==> src/rtc_consts.svh <==
`ifndef RTC_CONSTS_SVH
`define RTC_CONSTS_SVH

// register offsets
`define RTC_HUNDREDTHS_COUNT      4'h0
`define RTC_SECONDS_COUNT         4'h1
`define RTC_MINUTES_COUNT         4'h2
`define RTC_MINUTE_ALARM          4'h3
`define RTC_HOURS_COUNT           4'h4
`define RTC_HOUR_ALARM            4'h5
`define RTC_WEEKDAY_COUNT         4'h6
`define RTC_DAY_ALARM             4'h7
`define RTC_DATE_COUNT            4'h8
`define RTC_MONTH_AND_OSC_CONTROL 4'h9
`define RTC_YEAR_COUNT            4'ha
`define RTC_COMMAND_CONTROL_FLAGS 4'hb
`define RTC_WATCHDOG_PERIOD_LOW   4'hc
`define RTC_WATCHDOG_PERIOD_HIGH  4'hd
`define RTC_LAST_OFFSET           4'hd

// field positions
`define RTC_MON_OSC_STOP_N_BIT    7
`define RTC_MON_SQW_OFF_BIT       6
`define RTC_HR_12H_BIT            6
`define RTC_HR_PM_BIT             5
`define RTC_ALM_MASK_BIT          7
`define RTC_CMD_TRANSFER_BIT      7
`define RTC_CMD_ROUTE_BIT         6
`define RTC_CMD_B_DRIVE_BIT       5
`define RTC_CMD_PULSE_BIT         4
`define RTC_CMD_WDOG_MASK_BIT     3
`define RTC_CMD_TOD_MASK_BIT      2

// reset values
`define RTC_CMD_RST               8'hcc
`define RTC_ONE_RST               8'h01

// timing
`define RTC_CLK_HZ                250000000
`define RTC_TICK_HZ               4096
`define RTC_HUND_HZ               100
`define RTC_PULSE_MS              3
`define RTC_PULSE_TICKS ((`RTC_PULSE_MS * `RTC_TICK_HZ + 999) / 1000)

`endif

==> src/rtc_pkg.sv <==
package rtc_pkg;
    typedef logic [7:0]  rtc_byte_t;
    typedef logic [15:0] rtc_bcd16_t;
endpackage

==> src/rtc_alarm_watchdog.sv <==
// What this block does
// - unused time bits and day-alarm bits read zero
// - months bit 7 high stops oscillator
// - months bit 6 low drives 1024 Hz wave
// - hours bit 6 picks 12h, bit 5 PM
// - external time refreshed each hundredth unless frozen
// - internal copy keeps counting while frozen
// - carry and alarm at 99, transfer at rollover
// - alarm mask bits choose match fields
// - all masked: alarm at seconds 59 to 00
// - watchdog period is BCD 00.01 to 99.99
// - watchdog access reloads and clears flag
// - countdown zero fires and restarts repeatedly
// - watchdog reads return stored reload value
// - both watchdog bytes zero disables watchdog
// - command bit 7 low freezes transfers
// - command bit 6 routes alarm and watchdog
// - command bit 5 selects interrupt B drive
// - command bit 4 selects pulse of 3 ms
// - command bit 3 masks watchdog interrupt
// - command bit 2 masks alarm interrupt
// - watchdog flag: set on fire, cleared on access
// - alarm flag: set on match, cleared on access
// - read when we high, ce and oe low
// - write spans ce and we both low
// - command binary, offsets from 0xe not here
`include "rtc_consts.svh"
`timescale 1ns/1ns
`default_nettype none

module rtc_alarm_watchdog
    import rtc_pkg::*;
#(
    parameter int unsigned ADDR_W       = 17,
    parameter int unsigned CLK_HZ       = `RTC_CLK_HZ,
    parameter bit          SHARED_PIN_A = 1'b1
) (
    input  wire logic              clk,
    input  wire logic              sys_rst,
    input  wire logic [ADDR_W-1:0] addr,
    input  wire logic              ce_n,
    input  wire logic              oe_n,
    input  wire logic              we_n,
    input  wire logic [7:0]        data_in,
    output logic      [7:0]        data_out,
    output logic                   data_out_oe,
    output logic                   irq_out_a_n,
    output logic                   irq_out_a_oe,
    output logic                   irq_out_b,
    output logic                   irq_out_b_oe,
    output logic                   square_wave_out,
    output logic                   square_wave_oe
);

    localparam logic [12:0] TICK_HZ   = 13'(`RTC_TICK_HZ);
    localparam logic [12:0] HUND_HZ   = 13'(`RTC_HUND_HZ);
    localparam logic [3:0]  PULSE_TKS = 4'(`RTC_PULSE_TICKS);

    rtc_byte_t   ext_reg [0:13];
    rtc_byte_t   tm_reg  [0:10];
    rtc_byte_t   tm_next [0:10];
    rtc_byte_t   rd_mux;
    rtc_byte_t   wr_data_reg;
    rtc_byte_t   dmax;
    rtc_byte_t   data_out_reg;
    rtc_bcd16_t  wd_cnt_reg;
    rtc_bcd16_t  wd_load;
    logic [ADDR_W-1:0] wr_addr_reg;
    logic [31:0] acc_reg;
    logic [12:0] hacc_reg;
    logic [1:0]  sqw_cnt_reg;
    logic [1:0]  flag_reg;
    logic [1:0]  set_ev;
    logic [1:0]  clr_ev;
    logic [1:0]  src_act;
    logic        tick_reg;
    logic        hund_tick_reg;
    logic        rd_active;
    logic        rd_active_reg;
    logic        wr_active;
    logic        wr_active_reg;
    logic        rd_start;
    logic        wr_commit;
    logic        wr_hit;
    logic        acc_hit;
    logic [3:0]  wr_off;
    logic [3:0]  acc_off;
    logic        c_min;
    logic        c_hr;
    logic        c_day;
    logic        c_mon;
    logic        c_yr;
    logic        alm_match;
    logic        tod_event;
    logic        wd_en;
    logic        wd_event;
    logic        wd_access;
    logic        alm_access;
    logic        osc_run;
    logic        te;
    logic        a_act;
    logic        b_act;
    logic        irq_a_n_reg;
    logic        irq_a_oe_reg;
    logic        irq_b_reg;
    logic        irq_b_oe_reg;
    logic        sqw_reg;

    // bcd helpers
    function automatic rtc_byte_t bcd_inc(input rtc_byte_t v);
        if (v[3:0] == 4'h9)
            return {v[7:4] + 4'h1, 4'h0};
        return {v[7:4], v[3:0] + 4'h1};
    endfunction

    function automatic rtc_bcd16_t bcd_dec(input rtc_bcd16_t v);
        rtc_bcd16_t r;
        logic       borrow;
        r = v;
        borrow = 1'b1;
        for (int i = 0; i < 4; i++) begin
            if (borrow) begin
                if (r[i*4 +: 4] == 4'h0) begin
                    r[i*4 +: 4] = 4'h9;
                end else begin
                    r[i*4 +: 4] = r[i*4 +: 4] - 4'h1;
                    borrow = 1'b0;
                end
            end
        end
        return r;
    endfunction

    // writable bits per offset, unused bits held at zero
    function automatic rtc_byte_t wr_mask(input logic [3:0] off);
        unique case (off)
            `RTC_SECONDS_COUNT, `RTC_MINUTES_COUNT,
            `RTC_HOURS_COUNT:           return 8'h7f;
            `RTC_WEEKDAY_COUNT:         return 8'h07;
            `RTC_DAY_ALARM:             return 8'h87;
            `RTC_DATE_COUNT:            return 8'h3f;
            `RTC_MONTH_AND_OSC_CONTROL: return 8'hdf;
            `RTC_COMMAND_CONTROL_FLAGS: return 8'hfc;
            default:                    return 8'hff;
        endcase
    endfunction

    function automatic logic is_time(input int i);
        return i != 3 && i != 5 && i != 7;
    endfunction

    ////////////////////////////////////////////////////////////////////
    // host strobes
    assign rd_active = !ce_n && !oe_n && we_n;
    assign wr_active = !ce_n && !we_n;
    assign rd_start  = rd_active && !rd_active_reg;
    assign wr_commit = wr_active_reg && !wr_active;
    assign wr_off    = wr_addr_reg[3:0];
    assign wr_hit    = wr_addr_reg <= ADDR_W'(`RTC_LAST_OFFSET);
    assign acc_off   = wr_commit ? wr_off : addr[3:0];
    assign acc_hit   = wr_commit ? wr_hit
                                 : addr <= ADDR_W'(`RTC_LAST_OFFSET);
    assign wd_access = (rd_start || wr_commit) && acc_hit
                       && acc_off[3:1] == 3'h6;
    assign alm_access = (rd_start || wr_commit) && acc_hit
                        && (acc_off == `RTC_MINUTE_ALARM
                            || acc_off == `RTC_HOUR_ALARM
                            || acc_off == `RTC_DAY_ALARM);
    assign te      = ext_reg[11][`RTC_CMD_TRANSFER_BIT];
    assign osc_run = !ext_reg[9][`RTC_MON_OSC_STOP_N_BIT];

    // strobe history and write capture at the trailing edge
    always_ff @(posedge clk) begin
        if (sys_rst) begin
            rd_active_reg <= 1'b0;
            wr_active_reg <= 1'b0;
            wr_addr_reg   <= '0;
            wr_data_reg   <= 8'h00;
        end else begin
            rd_active_reg <= rd_active;
            wr_active_reg <= wr_active;
            if (wr_active) begin
                wr_addr_reg <= addr;
                wr_data_reg <= data_in;
            end
        end
    end

    ////////////////////////////////////////////////////////////////////
    // 4096 Hz prescaler, hundredths and square wave
    always_ff @(posedge clk) begin
        if (sys_rst) begin
            acc_reg  <= 32'h0;
            tick_reg <= 1'b0;
        end else if (!osc_run) begin
            tick_reg <= 1'b0;
        end else if (acc_reg + 32'(`RTC_TICK_HZ) >= CLK_HZ) begin
            acc_reg  <= acc_reg + 32'(`RTC_TICK_HZ) - CLK_HZ;
            tick_reg <= 1'b1;
        end else begin
            acc_reg  <= acc_reg + 32'(`RTC_TICK_HZ);
            tick_reg <= 1'b0;
        end
    end

    // divide by 40.96 and by 4
    always_ff @(posedge clk) begin
        if (sys_rst) begin
            hacc_reg      <= 13'h0;
            hund_tick_reg <= 1'b0;
            sqw_cnt_reg   <= 2'h0;
        end else begin
            hund_tick_reg <= 1'b0;
            if (tick_reg) begin
                sqw_cnt_reg <= sqw_cnt_reg + 2'h1;
                if (hacc_reg + HUND_HZ >= TICK_HZ) begin
                    hacc_reg      <= hacc_reg + HUND_HZ - TICK_HZ;
                    hund_tick_reg <= 1'b1;
                end else begin
                    hacc_reg <= hacc_reg + HUND_HZ;
                end
            end
        end
    end

    ////////////////////////////////////////////////////////////////////
    // calendar carry chain
    always_comb begin
        tm_next = tm_reg;
        dmax = (tm_reg[9] == 8'h02)
               ? ((tm_reg[10][4] ? (tm_reg[10][3:0] == 4'h2
                                    || tm_reg[10][3:0] == 4'h6)
                                 : (tm_reg[10][1:0] == 2'h0
                                    && tm_reg[10][3:0] != 4'hc))
                  ? 8'h29 : 8'h28)
               : (tm_reg[9] == 8'h04 || tm_reg[9] == 8'h06
                  || tm_reg[9] == 8'h09 || tm_reg[9] == 8'h11)
                 ? 8'h30 : 8'h31;
        tm_next[0] = (tm_reg[0] == 8'h99) ? 8'h00 : bcd_inc(tm_reg[0]);
        c_min = tm_reg[0] == 8'h99 && tm_reg[1] == 8'h59;
        if (tm_reg[0] == 8'h99)
            tm_next[1] = (tm_reg[1] == 8'h59) ? 8'h00 : bcd_inc(tm_reg[1]);
        c_hr = c_min && tm_reg[2] == 8'h59;
        if (c_min)
            tm_next[2] = (tm_reg[2] == 8'h59) ? 8'h00 : bcd_inc(tm_reg[2]);
        // 12 hour wraps 11 to 12 with am/pm flip, 24 hour at 23
        if (tm_reg[4][`RTC_HR_12H_BIT])
            c_day = c_hr && tm_reg[4][`RTC_HR_PM_BIT]
                    && tm_reg[4][4:0] == 5'h11;
        else
            c_day = c_hr && tm_reg[4][5:0] == 6'h23;
        if (c_hr) begin
            if (tm_reg[4][`RTC_HR_12H_BIT]) begin
                if (tm_reg[4][4:0] == 5'h12)
                    tm_next[4] = {tm_reg[4][7:5], 5'h01};
                else if (tm_reg[4][4:0] == 5'h11)
                    tm_next[4] = {tm_reg[4][7:6], !tm_reg[4][5], 5'h12};
                else
                    tm_next[4] = bcd_inc(tm_reg[4]);
            end else if (tm_reg[4][5:0] == 6'h23) begin
                tm_next[4] = {tm_reg[4][7:6], 6'h00};
            end else begin
                tm_next[4] = bcd_inc(tm_reg[4]);
            end
        end
        c_mon = c_day && tm_reg[8] == dmax;
        c_yr  = c_mon && tm_reg[9] == 8'h12;
        if (c_day) begin
            tm_next[6] = (tm_reg[6] == 8'h07) ? 8'h01 : bcd_inc(tm_reg[6]);
            tm_next[8] = (tm_reg[8] == dmax) ? 8'h01 : bcd_inc(tm_reg[8]);
        end
        if (c_mon)
            tm_next[9] = (tm_reg[9] == 8'h12) ? 8'h01 : bcd_inc(tm_reg[9]);
        if (c_yr)
            tm_next[10] = (tm_reg[10] == 8'h99) ? 8'h00
                                                : bcd_inc(tm_reg[10]);
    end

    // internal copy counts regardless of transfer freeze
    always_ff @(posedge clk) begin
        if (sys_rst) begin
            for (int i = 0; i <= 10; i++)
                tm_reg[i] <= (i == 6 || i == 8 || i == 9) ? `RTC_ONE_RST
                                                          : 8'h00;
        end else begin
            if (hund_tick_reg)
                tm_reg <= tm_next;
            if (wr_commit && wr_hit && wr_off <= `RTC_YEAR_COUNT
                && is_time(int'(wr_off)))
                tm_reg[wr_off] <= (wr_off == `RTC_MONTH_AND_OSC_CONTROL)
                                  ? {3'h0, wr_data_reg[4:0]}
                                  : wr_data_reg & wr_mask(wr_off);
        end
    end

    ////////////////////////////////////////////////////////////////////
    // time-of-day alarm: checked on the minute rollover
    always_comb begin
        unique case ({ext_reg[3][7], ext_reg[5][7], ext_reg[7][7]})
            3'b111: alm_match = 1'b1;
            3'b011: alm_match = tm_next[2][6:0] == ext_reg[3][6:0];
            3'b001: alm_match = tm_next[2][6:0] == ext_reg[3][6:0]
                                && tm_next[4][6:0] == ext_reg[5][6:0];
            3'b000: alm_match = tm_next[2][6:0] == ext_reg[3][6:0]
                                && tm_next[4][6:0] == ext_reg[5][6:0]
                                && tm_next[6][2:0] == ext_reg[7][2:0];
            default: alm_match = 1'b0;
        endcase
    end
    assign tod_event = hund_tick_reg && c_min && alm_match;

    ////////////////////////////////////////////////////////////////////
    // host-visible bytes
    always_ff @(posedge clk) begin
        if (sys_rst) begin
            for (int i = 0; i <= 13; i++)
                ext_reg[i] <= (i == 6 || i == 8 || i == 9) ? `RTC_ONE_RST
                                                           : 8'h00;
            ext_reg[11] <= `RTC_CMD_RST;
        end else begin
            if (hund_tick_reg && te) begin
                for (int i = 0; i <= 10; i++)
                    if (is_time(i) && i != 9)
                        ext_reg[i] <= tm_next[i];
                ext_reg[9] <= {ext_reg[9][7:6], 1'b0, tm_next[9][4:0]};
            end
            if (wr_commit && wr_hit)
                ext_reg[wr_off] <= wr_data_reg & wr_mask(wr_off);
        end
    end

    // read data, command flags in the low bits
    always_comb begin
        if (addr > ADDR_W'(`RTC_LAST_OFFSET))
            rd_mux = 8'h00;
        else if (addr[3:0] == `RTC_COMMAND_CONTROL_FLAGS)
            rd_mux = {ext_reg[11][7:2], flag_reg};
        else
            rd_mux = ext_reg[addr[3:0]];
    end

    always_ff @(posedge clk) begin
        if (sys_rst)
            data_out_reg <= 8'h00;
        else
            data_out_reg <= rd_mux;
    end

    ////////////////////////////////////////////////////////////////////
    // watchdog countdown
    assign wd_en = {ext_reg[13], ext_reg[12]} != 16'h0;
    assign wd_load = {(wr_commit && wr_hit
                       && wr_off == `RTC_WATCHDOG_PERIOD_HIGH)
                      ? wr_data_reg : ext_reg[13],
                      (wr_commit && wr_hit
                       && wr_off == `RTC_WATCHDOG_PERIOD_LOW)
                      ? wr_data_reg : ext_reg[12]};
    assign wd_event = hund_tick_reg && wd_en && !wd_access
                      && wd_cnt_reg <= 16'h0001;

    always_ff @(posedge clk) begin
        if (sys_rst)
            wd_cnt_reg <= 16'h0;
        else if (wd_access)
            wd_cnt_reg <= wd_load;
        else if (wd_event)
            wd_cnt_reg <= {ext_reg[13], ext_reg[12]};
        else if (hund_tick_reg && wd_en)
            wd_cnt_reg <= bcd_dec(wd_cnt_reg);
    end

    ////////////////////////////////////////////////////////////////////
    // flags: bit 0 alarm, bit 1 watchdog; set wins over clear
    assign set_ev = {wd_event, tod_event};
    assign clr_ev = {wd_access, alm_access};

    for (genvar g = 0; g < 2; g++) begin : g_flag
        logic [3:0] pulse_cnt_reg;
        always_ff @(posedge clk) begin
            if (sys_rst) begin
                flag_reg[g]   <= 1'b0;
                pulse_cnt_reg <= 4'h0;
            end else if (set_ev[g]) begin
                flag_reg[g]   <= 1'b1;
                pulse_cnt_reg <= PULSE_TKS;
            end else if (clr_ev[g]) begin
                flag_reg[g] <= 1'b0;
            end else if (ext_reg[11][`RTC_CMD_PULSE_BIT] && tick_reg
                         && flag_reg[g]) begin
                if (pulse_cnt_reg <= 4'h1)
                    flag_reg[g] <= 1'b0;
                pulse_cnt_reg <= pulse_cnt_reg - 4'h1;
            end
        end
    end

    ////////////////////////////////////////////////////////////////////
    // interrupt routing and pin drive
    assign src_act[0] = flag_reg[0]
                        && !ext_reg[11][`RTC_CMD_TOD_MASK_BIT];
    assign src_act[1] = flag_reg[1]
                        && !ext_reg[11][`RTC_CMD_WDOG_MASK_BIT];
    assign a_act = ext_reg[11][`RTC_CMD_ROUTE_BIT] ? src_act[0]
                                                   : src_act[1];
    assign b_act = ext_reg[11][`RTC_CMD_ROUTE_BIT] ? src_act[1]
                                                   : src_act[0];

    always_ff @(posedge clk) begin
        if (sys_rst) begin
            irq_a_n_reg  <= 1'b1;
            irq_a_oe_reg <= 1'b0;
            irq_b_reg    <= 1'b0;
            irq_b_oe_reg <= 1'b0;
            sqw_reg      <= 1'b0;
        end else begin
            irq_a_n_reg  <= !a_act;
            irq_a_oe_reg <= a_act && !(SHARED_PIN_A
                            && !ext_reg[9][`RTC_MON_SQW_OFF_BIT]);
            irq_b_reg    <= ext_reg[11][`RTC_CMD_B_DRIVE_BIT];
            irq_b_oe_reg <= b_act;
            sqw_reg      <= sqw_cnt_reg[1];
        end
    end

    assign data_out        = data_out_reg;
    assign data_out_oe     = rd_active;
    assign irq_out_a_n     = irq_a_n_reg;
    assign irq_out_a_oe    = irq_a_oe_reg;
    assign irq_out_b       = irq_b_reg;
    assign irq_out_b_oe    = irq_b_oe_reg;
    assign square_wave_out = sqw_reg;
    assign square_wave_oe  = !ext_reg[9][`RTC_MON_SQW_OFF_BIT];

    ////////////////////////////////////////////////////////////////////
    // checks
    a_unused_zero: assert property (@(posedge clk) disable iff (sys_rst)
        rd_active && addr == ADDR_W'(`RTC_DAY_ALARM)
        |=> data_out[6:3] == 4'h0)
        else $error("day alarm unused bits not zero");

    a_osc_stop: assert property (@(posedge clk) disable iff (sys_rst)
        !osc_run [*2] |=> !tick_reg && !hund_tick_reg)
        else $error("tick while oscillator stopped");

    a_frozen_time: assert property (@(posedge clk) disable iff (sys_rst)
        !te && !wr_commit |=> $stable(ext_reg[0]))
        else $error("time register changed while frozen");

    a_internal_run: assert property (@(posedge clk) disable iff (sys_rst)
        hund_tick_reg && !wr_commit |=> tm_reg[0] != $past(tm_reg[0]))
        else $error("internal hundredths did not advance");

    a_wdog_clear: assert property (@(posedge clk) disable iff (sys_rst)
        wd_access && !wd_event
        |=> !flag_reg[1] && wd_cnt_reg == $past(wd_load))
        else $error("watchdog access did not reload or clear");

    a_wdog_fire: assert property (@(posedge clk) disable iff (sys_rst)
        wd_event |=> flag_reg[1] && wd_cnt_reg == {ext_reg[13], ext_reg[12]})
        else $error("watchdog expiry not flagged");

    a_wdog_off: assert property (@(posedge clk) disable iff (sys_rst)
        !wd_en |-> !wd_event)
        else $error("watchdog fired while disabled");

    a_route_a: assert property (@(posedge clk) disable iff (sys_rst)
        ext_reg[11][6] && src_act[0] ##1 1'b1 |-> !irq_out_a_n)
        else $error("alarm not routed to interrupt a");

    a_alarm_every: assert property (@(posedge clk) disable iff (sys_rst)
        hund_tick_reg && c_min && ext_reg[3][7] && ext_reg[5][7]
        && ext_reg[7][7] |=> flag_reg[0])
        else $error("per-minute alarm missed");

endmodule

`default_nettype wire

==> config.mk <==
export PLATFORM = sky130hd
export DESIGN_NAME = rtc_alarm_watchdog
export DESIGN_NICKNAME = d
export VERILOG_FILES = /design/src/rtc_pkg.sv /design/src/rtc_alarm_watchdog.sv
export VERILOG_INCLUDE_DIRS = /design/src
export SDC_FILE = /design/constraint.sdc
export NUM_CORES = 1
export LEC_CHECK = 0
export ABC_AREA = 0
export BUFFER_PORTS_ARGS = -buffer_cell sky130_fd_sc_hd__buf_2
export CAP_MARGIN = 20
export CORE_MARGIN = 1
export CORE_UTILIZATION = 35
export CTS_BUF_LIST = sky130_fd_sc_hd__clkbuf_8
export CTS_CLUSTER_DIAMETER = 40
export DETAILED_ROUTE_END_ITERATION = 10
export PLACE_DENSITY = 0.5
export SYNTH_ARGS = -nofsm -noshare
export SYNTH_HDL_FRONTEND = slang
export SYNTH_SLANG_ARGS = --single-unit
export TNS_END_PERCENT = 10
==> constraint.sdc <==
create_clock -name clk -period 4.9 [get_ports clk]
set_clock_uncertainty 0.2 [all_clocks]
set_input_delay 0.245 -clock clk [delete_from_list [all_inputs] [get_ports clk]]
set_output_delay 0.245 -clock clk [all_outputs]
set_load 0.05 [all_outputs]
==> metrics.yaml <==
status:
  status: "complete, no violations"
drt:
  post_drt_via_cell_ratio: 5.64
  first_pass_iters: 6
  drt_iter0_drc: 1464
  drt-total-wl_um: 60200
  ant_nets: 0
  via_count: 16300
  drcViolationCount: 0
  routedWlPerCell_um: 20.8
layout:
  largest_register_ffs: 128
  drive_gt1_share_pct: 11.8
  antenna_cells: 0
  area_growth_pct: 16.1
  nets: 2247
synthesis:
  synthFlopType: "dfxtp_1"
  synth_most_common_cell: "nand2_1"
  async_flop_share_pct: 0
  syn_avg_cell_area_um2: 8.64
  post-synth-top-area-fraction_pct: 21.3
  ys_types: 103
  synth_edf_count: 128
  synth_seq_cells: 303
  synth_area_mm2: 0.0181
  synthTopCellsByCount: "nand2_1 (271), nor2_1 (243), dfxtp_1 (175)"
  ys_seq_area_share_pct: 40.7
  ys_top_cells_by_area: "edfxtp_1 (21%), dfxtp_1 (19%), nand2_1 (5.6%), nor2_1 (5.1%), a21oi_1 (3.9%)"
  synth_warnings: 0
  syn_inst: 2089
  synth_area_leader_cell: "edfxtp_1"
clock_network:
  cts.sinks: 303
  cts_buffer_depth: 3
  cts_resized: 0
  ctsRootBufferMaster: "clkbuf_8"
  cts_buffers: 68
  htreeDepth: 3
  clk_latency_ns: 0.65
  cts_tree: "yes"
  clk_pin_slew_worst_paths_ns: 0.05
worst_setup_path:
  worst_setup_path_start_kind: "flip-flop"
  slowest_delay_ns: 0.64
  crit_path_cell_trace: "ha_1 > and4_1 > nand4_1 > a2111oi_4 > o211ai_2 > a211o_2 > nand3_1 > mux2_1 > a21oi_1 > mux2_1"
  critPathArrivalTime_ns: 4.58
  path_class: "reg -> reg"
  cpMostUsedCell: "mux2_1"
  crit_slowest_cell: "ha_1"
  cp.required_ns: 5.20
  end_kind: "flip-flop"
  crit_fanout: 18
sta:
  finalSetupTns_ns: 0
  slew_headroom_pct: 28.8
  period_share_pct: 87.2
  worstMarginPinSlew_ns: 1.05
  finalMaxSlewViolations: 0
  whs_ns: 0.0505
  rsz0062_at_grt: "false"
  finalHoldViolCount: 0
  period_needed_ns: 4.28
  setup_viol: 0
  timing.fmax_ghz: 0.234
power:
  internal_power_uw: 5020
  switching_share_pct: 30.3
  seq_power_share_pct: 41.1
  p_per_area_mw_per_mm2: 344
  combPwrFrac_pct: 15.9
  total_power_uw: 7200
  leakagePower_uw: 0.00734
  switchingPower_uw: 2180
  irDropWorstVdd_uv: 211
  pwr-share-clk_pct: 43.1
grt:
  grt_pass1_vias: 15700
  grt_use_met2_pct: 36.2
  grt_util_all_layers_pct: 22.9
  grt_max_degree: 80
  grt_pass1_wl_um: 93200
  use_met3_pct: 4.36
  grt_use_met1_pct: 30.9
  antenna_found_initial: 1
  grt_busiest_layer: "met2"
  grt-ovfl-total: 0
min_path:
  worstHoldPathType: "in -> reg"
place:
  numPortBuffers: 44
  place_hpwl_um: 41700
  gp_congestion: 0.909
die:
  pin_count: 45
  core_area_mm2: 0.0505
  die_h_um: 229
  die-area_mm2: 0.0525
  die_x_um: 229
  num_rows: 82
  start_util_pct: 35.8
flow_run:
  max_cap_violations: 0
## through the flow
stage	utilization (%)	setup slack [ns]	cell area (µm²)	std cells
2_1_floorplan	-	1.63	18100	2104
3_3_place_gp	37.4	0.777	18900	2716
3_5_place_dp	37.4	0.734	18900	2716
4_1_cts	41.5	0.681	21000	2898
5_1_grt	41.5	0.289	21000	2898
6_report	41.5	0.625	21000	2898
## cells by family after synthesis
group | count (synthesis) | share of synthesized area [%]
simple gates | 879 | 23.5
compound gates | 511 | 18.9
flops | 303 | 40.7
buf+inv | 194 | 4.33
mux | 82 | 5.84
xor+xnor | 77 | 3.74
fa+ha+maj | 42 | 2.91
other cells | 1 | 0.0208
## placed cells by master, fill, tap and decap left out, drive strengths merged, types with 9 or more instances in the layout
cell	synthesis	layout
nand2	272	272
nor2	244	244
dfxtp	175	175
a21oi	142	142
edfxtp	128	128
o21ai	123	123
buf	42	77
clkbuf	95	76
inv	56	74
nand3	70	70
nor3	69	69
a211oi	65	65
dlygate4sd3	0	61
mux2i	48	48
ha	42	42
xnor2	39	39
xor2	38	38
nor2b	31	31
nand4	30	30
nor4	27	27
or3	26	26
o221ai	22	22
nand2b	18	18
o211ai	18	18
mux4	17	17
mux2	17	17
conb	1	16
clkinv	1	15
a31oi	14	14
nand3b	13	13
and2	12	12
and3	11	11
nor3b	10	10
a21o	10	10
a311oi	9	9
or2	9	9
## routing by layer
metal  up-vias  part of all wire, %
li1       7801                    -
met1      7890                   44
met2       539                   46
met3       115                  6.6
met4         0                  3.3
met5         -                    0
## critical path: cells and delay by family (launching register included)
family	cells	cell delay, ns
AOI/OAI and AO/OA	4	1.15
and+or+nand+nor	3	0.88
muxes	2	0.67
adders and majority gates	1	0.64
DFF	1	0.60
## repair_timing
action,4_1_cts,5_1_grt
hold buffers,61,0
setup buffers,0,0
hold endpoints to repair,54,0
## layout make-up
type | count | area [µm²]
clock inverters | 45 | 427
well taps | 672 | 841
multi-input cells | 1607 | 10000
inverters | 57 | 214
repair buffers | 138 | 1080
clock buffers | 76 | 1050
flip-flops and latches | 303 | 7350
fillers | 5114 | 29500
## worst paths after layout
check | from | to | slack, ns | cells past startpoint
max | acc_reg[12]$_SDFFE_PP0N_ | acc_reg[20]$_SDFFE_PP0N_ | 0.62 | 10
min | addr[1] | wr_addr_reg[1]$_SDFFE_PP0P_ | 0.05 | 4
max reg2reg | acc_reg[12]$_SDFFE_PP0N_ | acc_reg[20]$_SDFFE_PP0N_ | 0.62 | 10
min reg2reg | wr_addr_reg[13]$_SDFFE_PP0P_ | wr_addr_reg[13]$_SDFFE_PP0P_ | 0.26 | 2
## power by group through the flow
stage          Sequential, µW  Clock (µW)  Combinational [µW]
6_report                 2960        3100                1140
5_1_grt                  2980        3280                1260
4_1_cts                  2950        3170                1140
3_5_place_dp             3000           0                1100
3_3_place_gp             3000           0                1080
2_1_floorplan            2890           0                 917
Power figures use the tool's default switching activity.
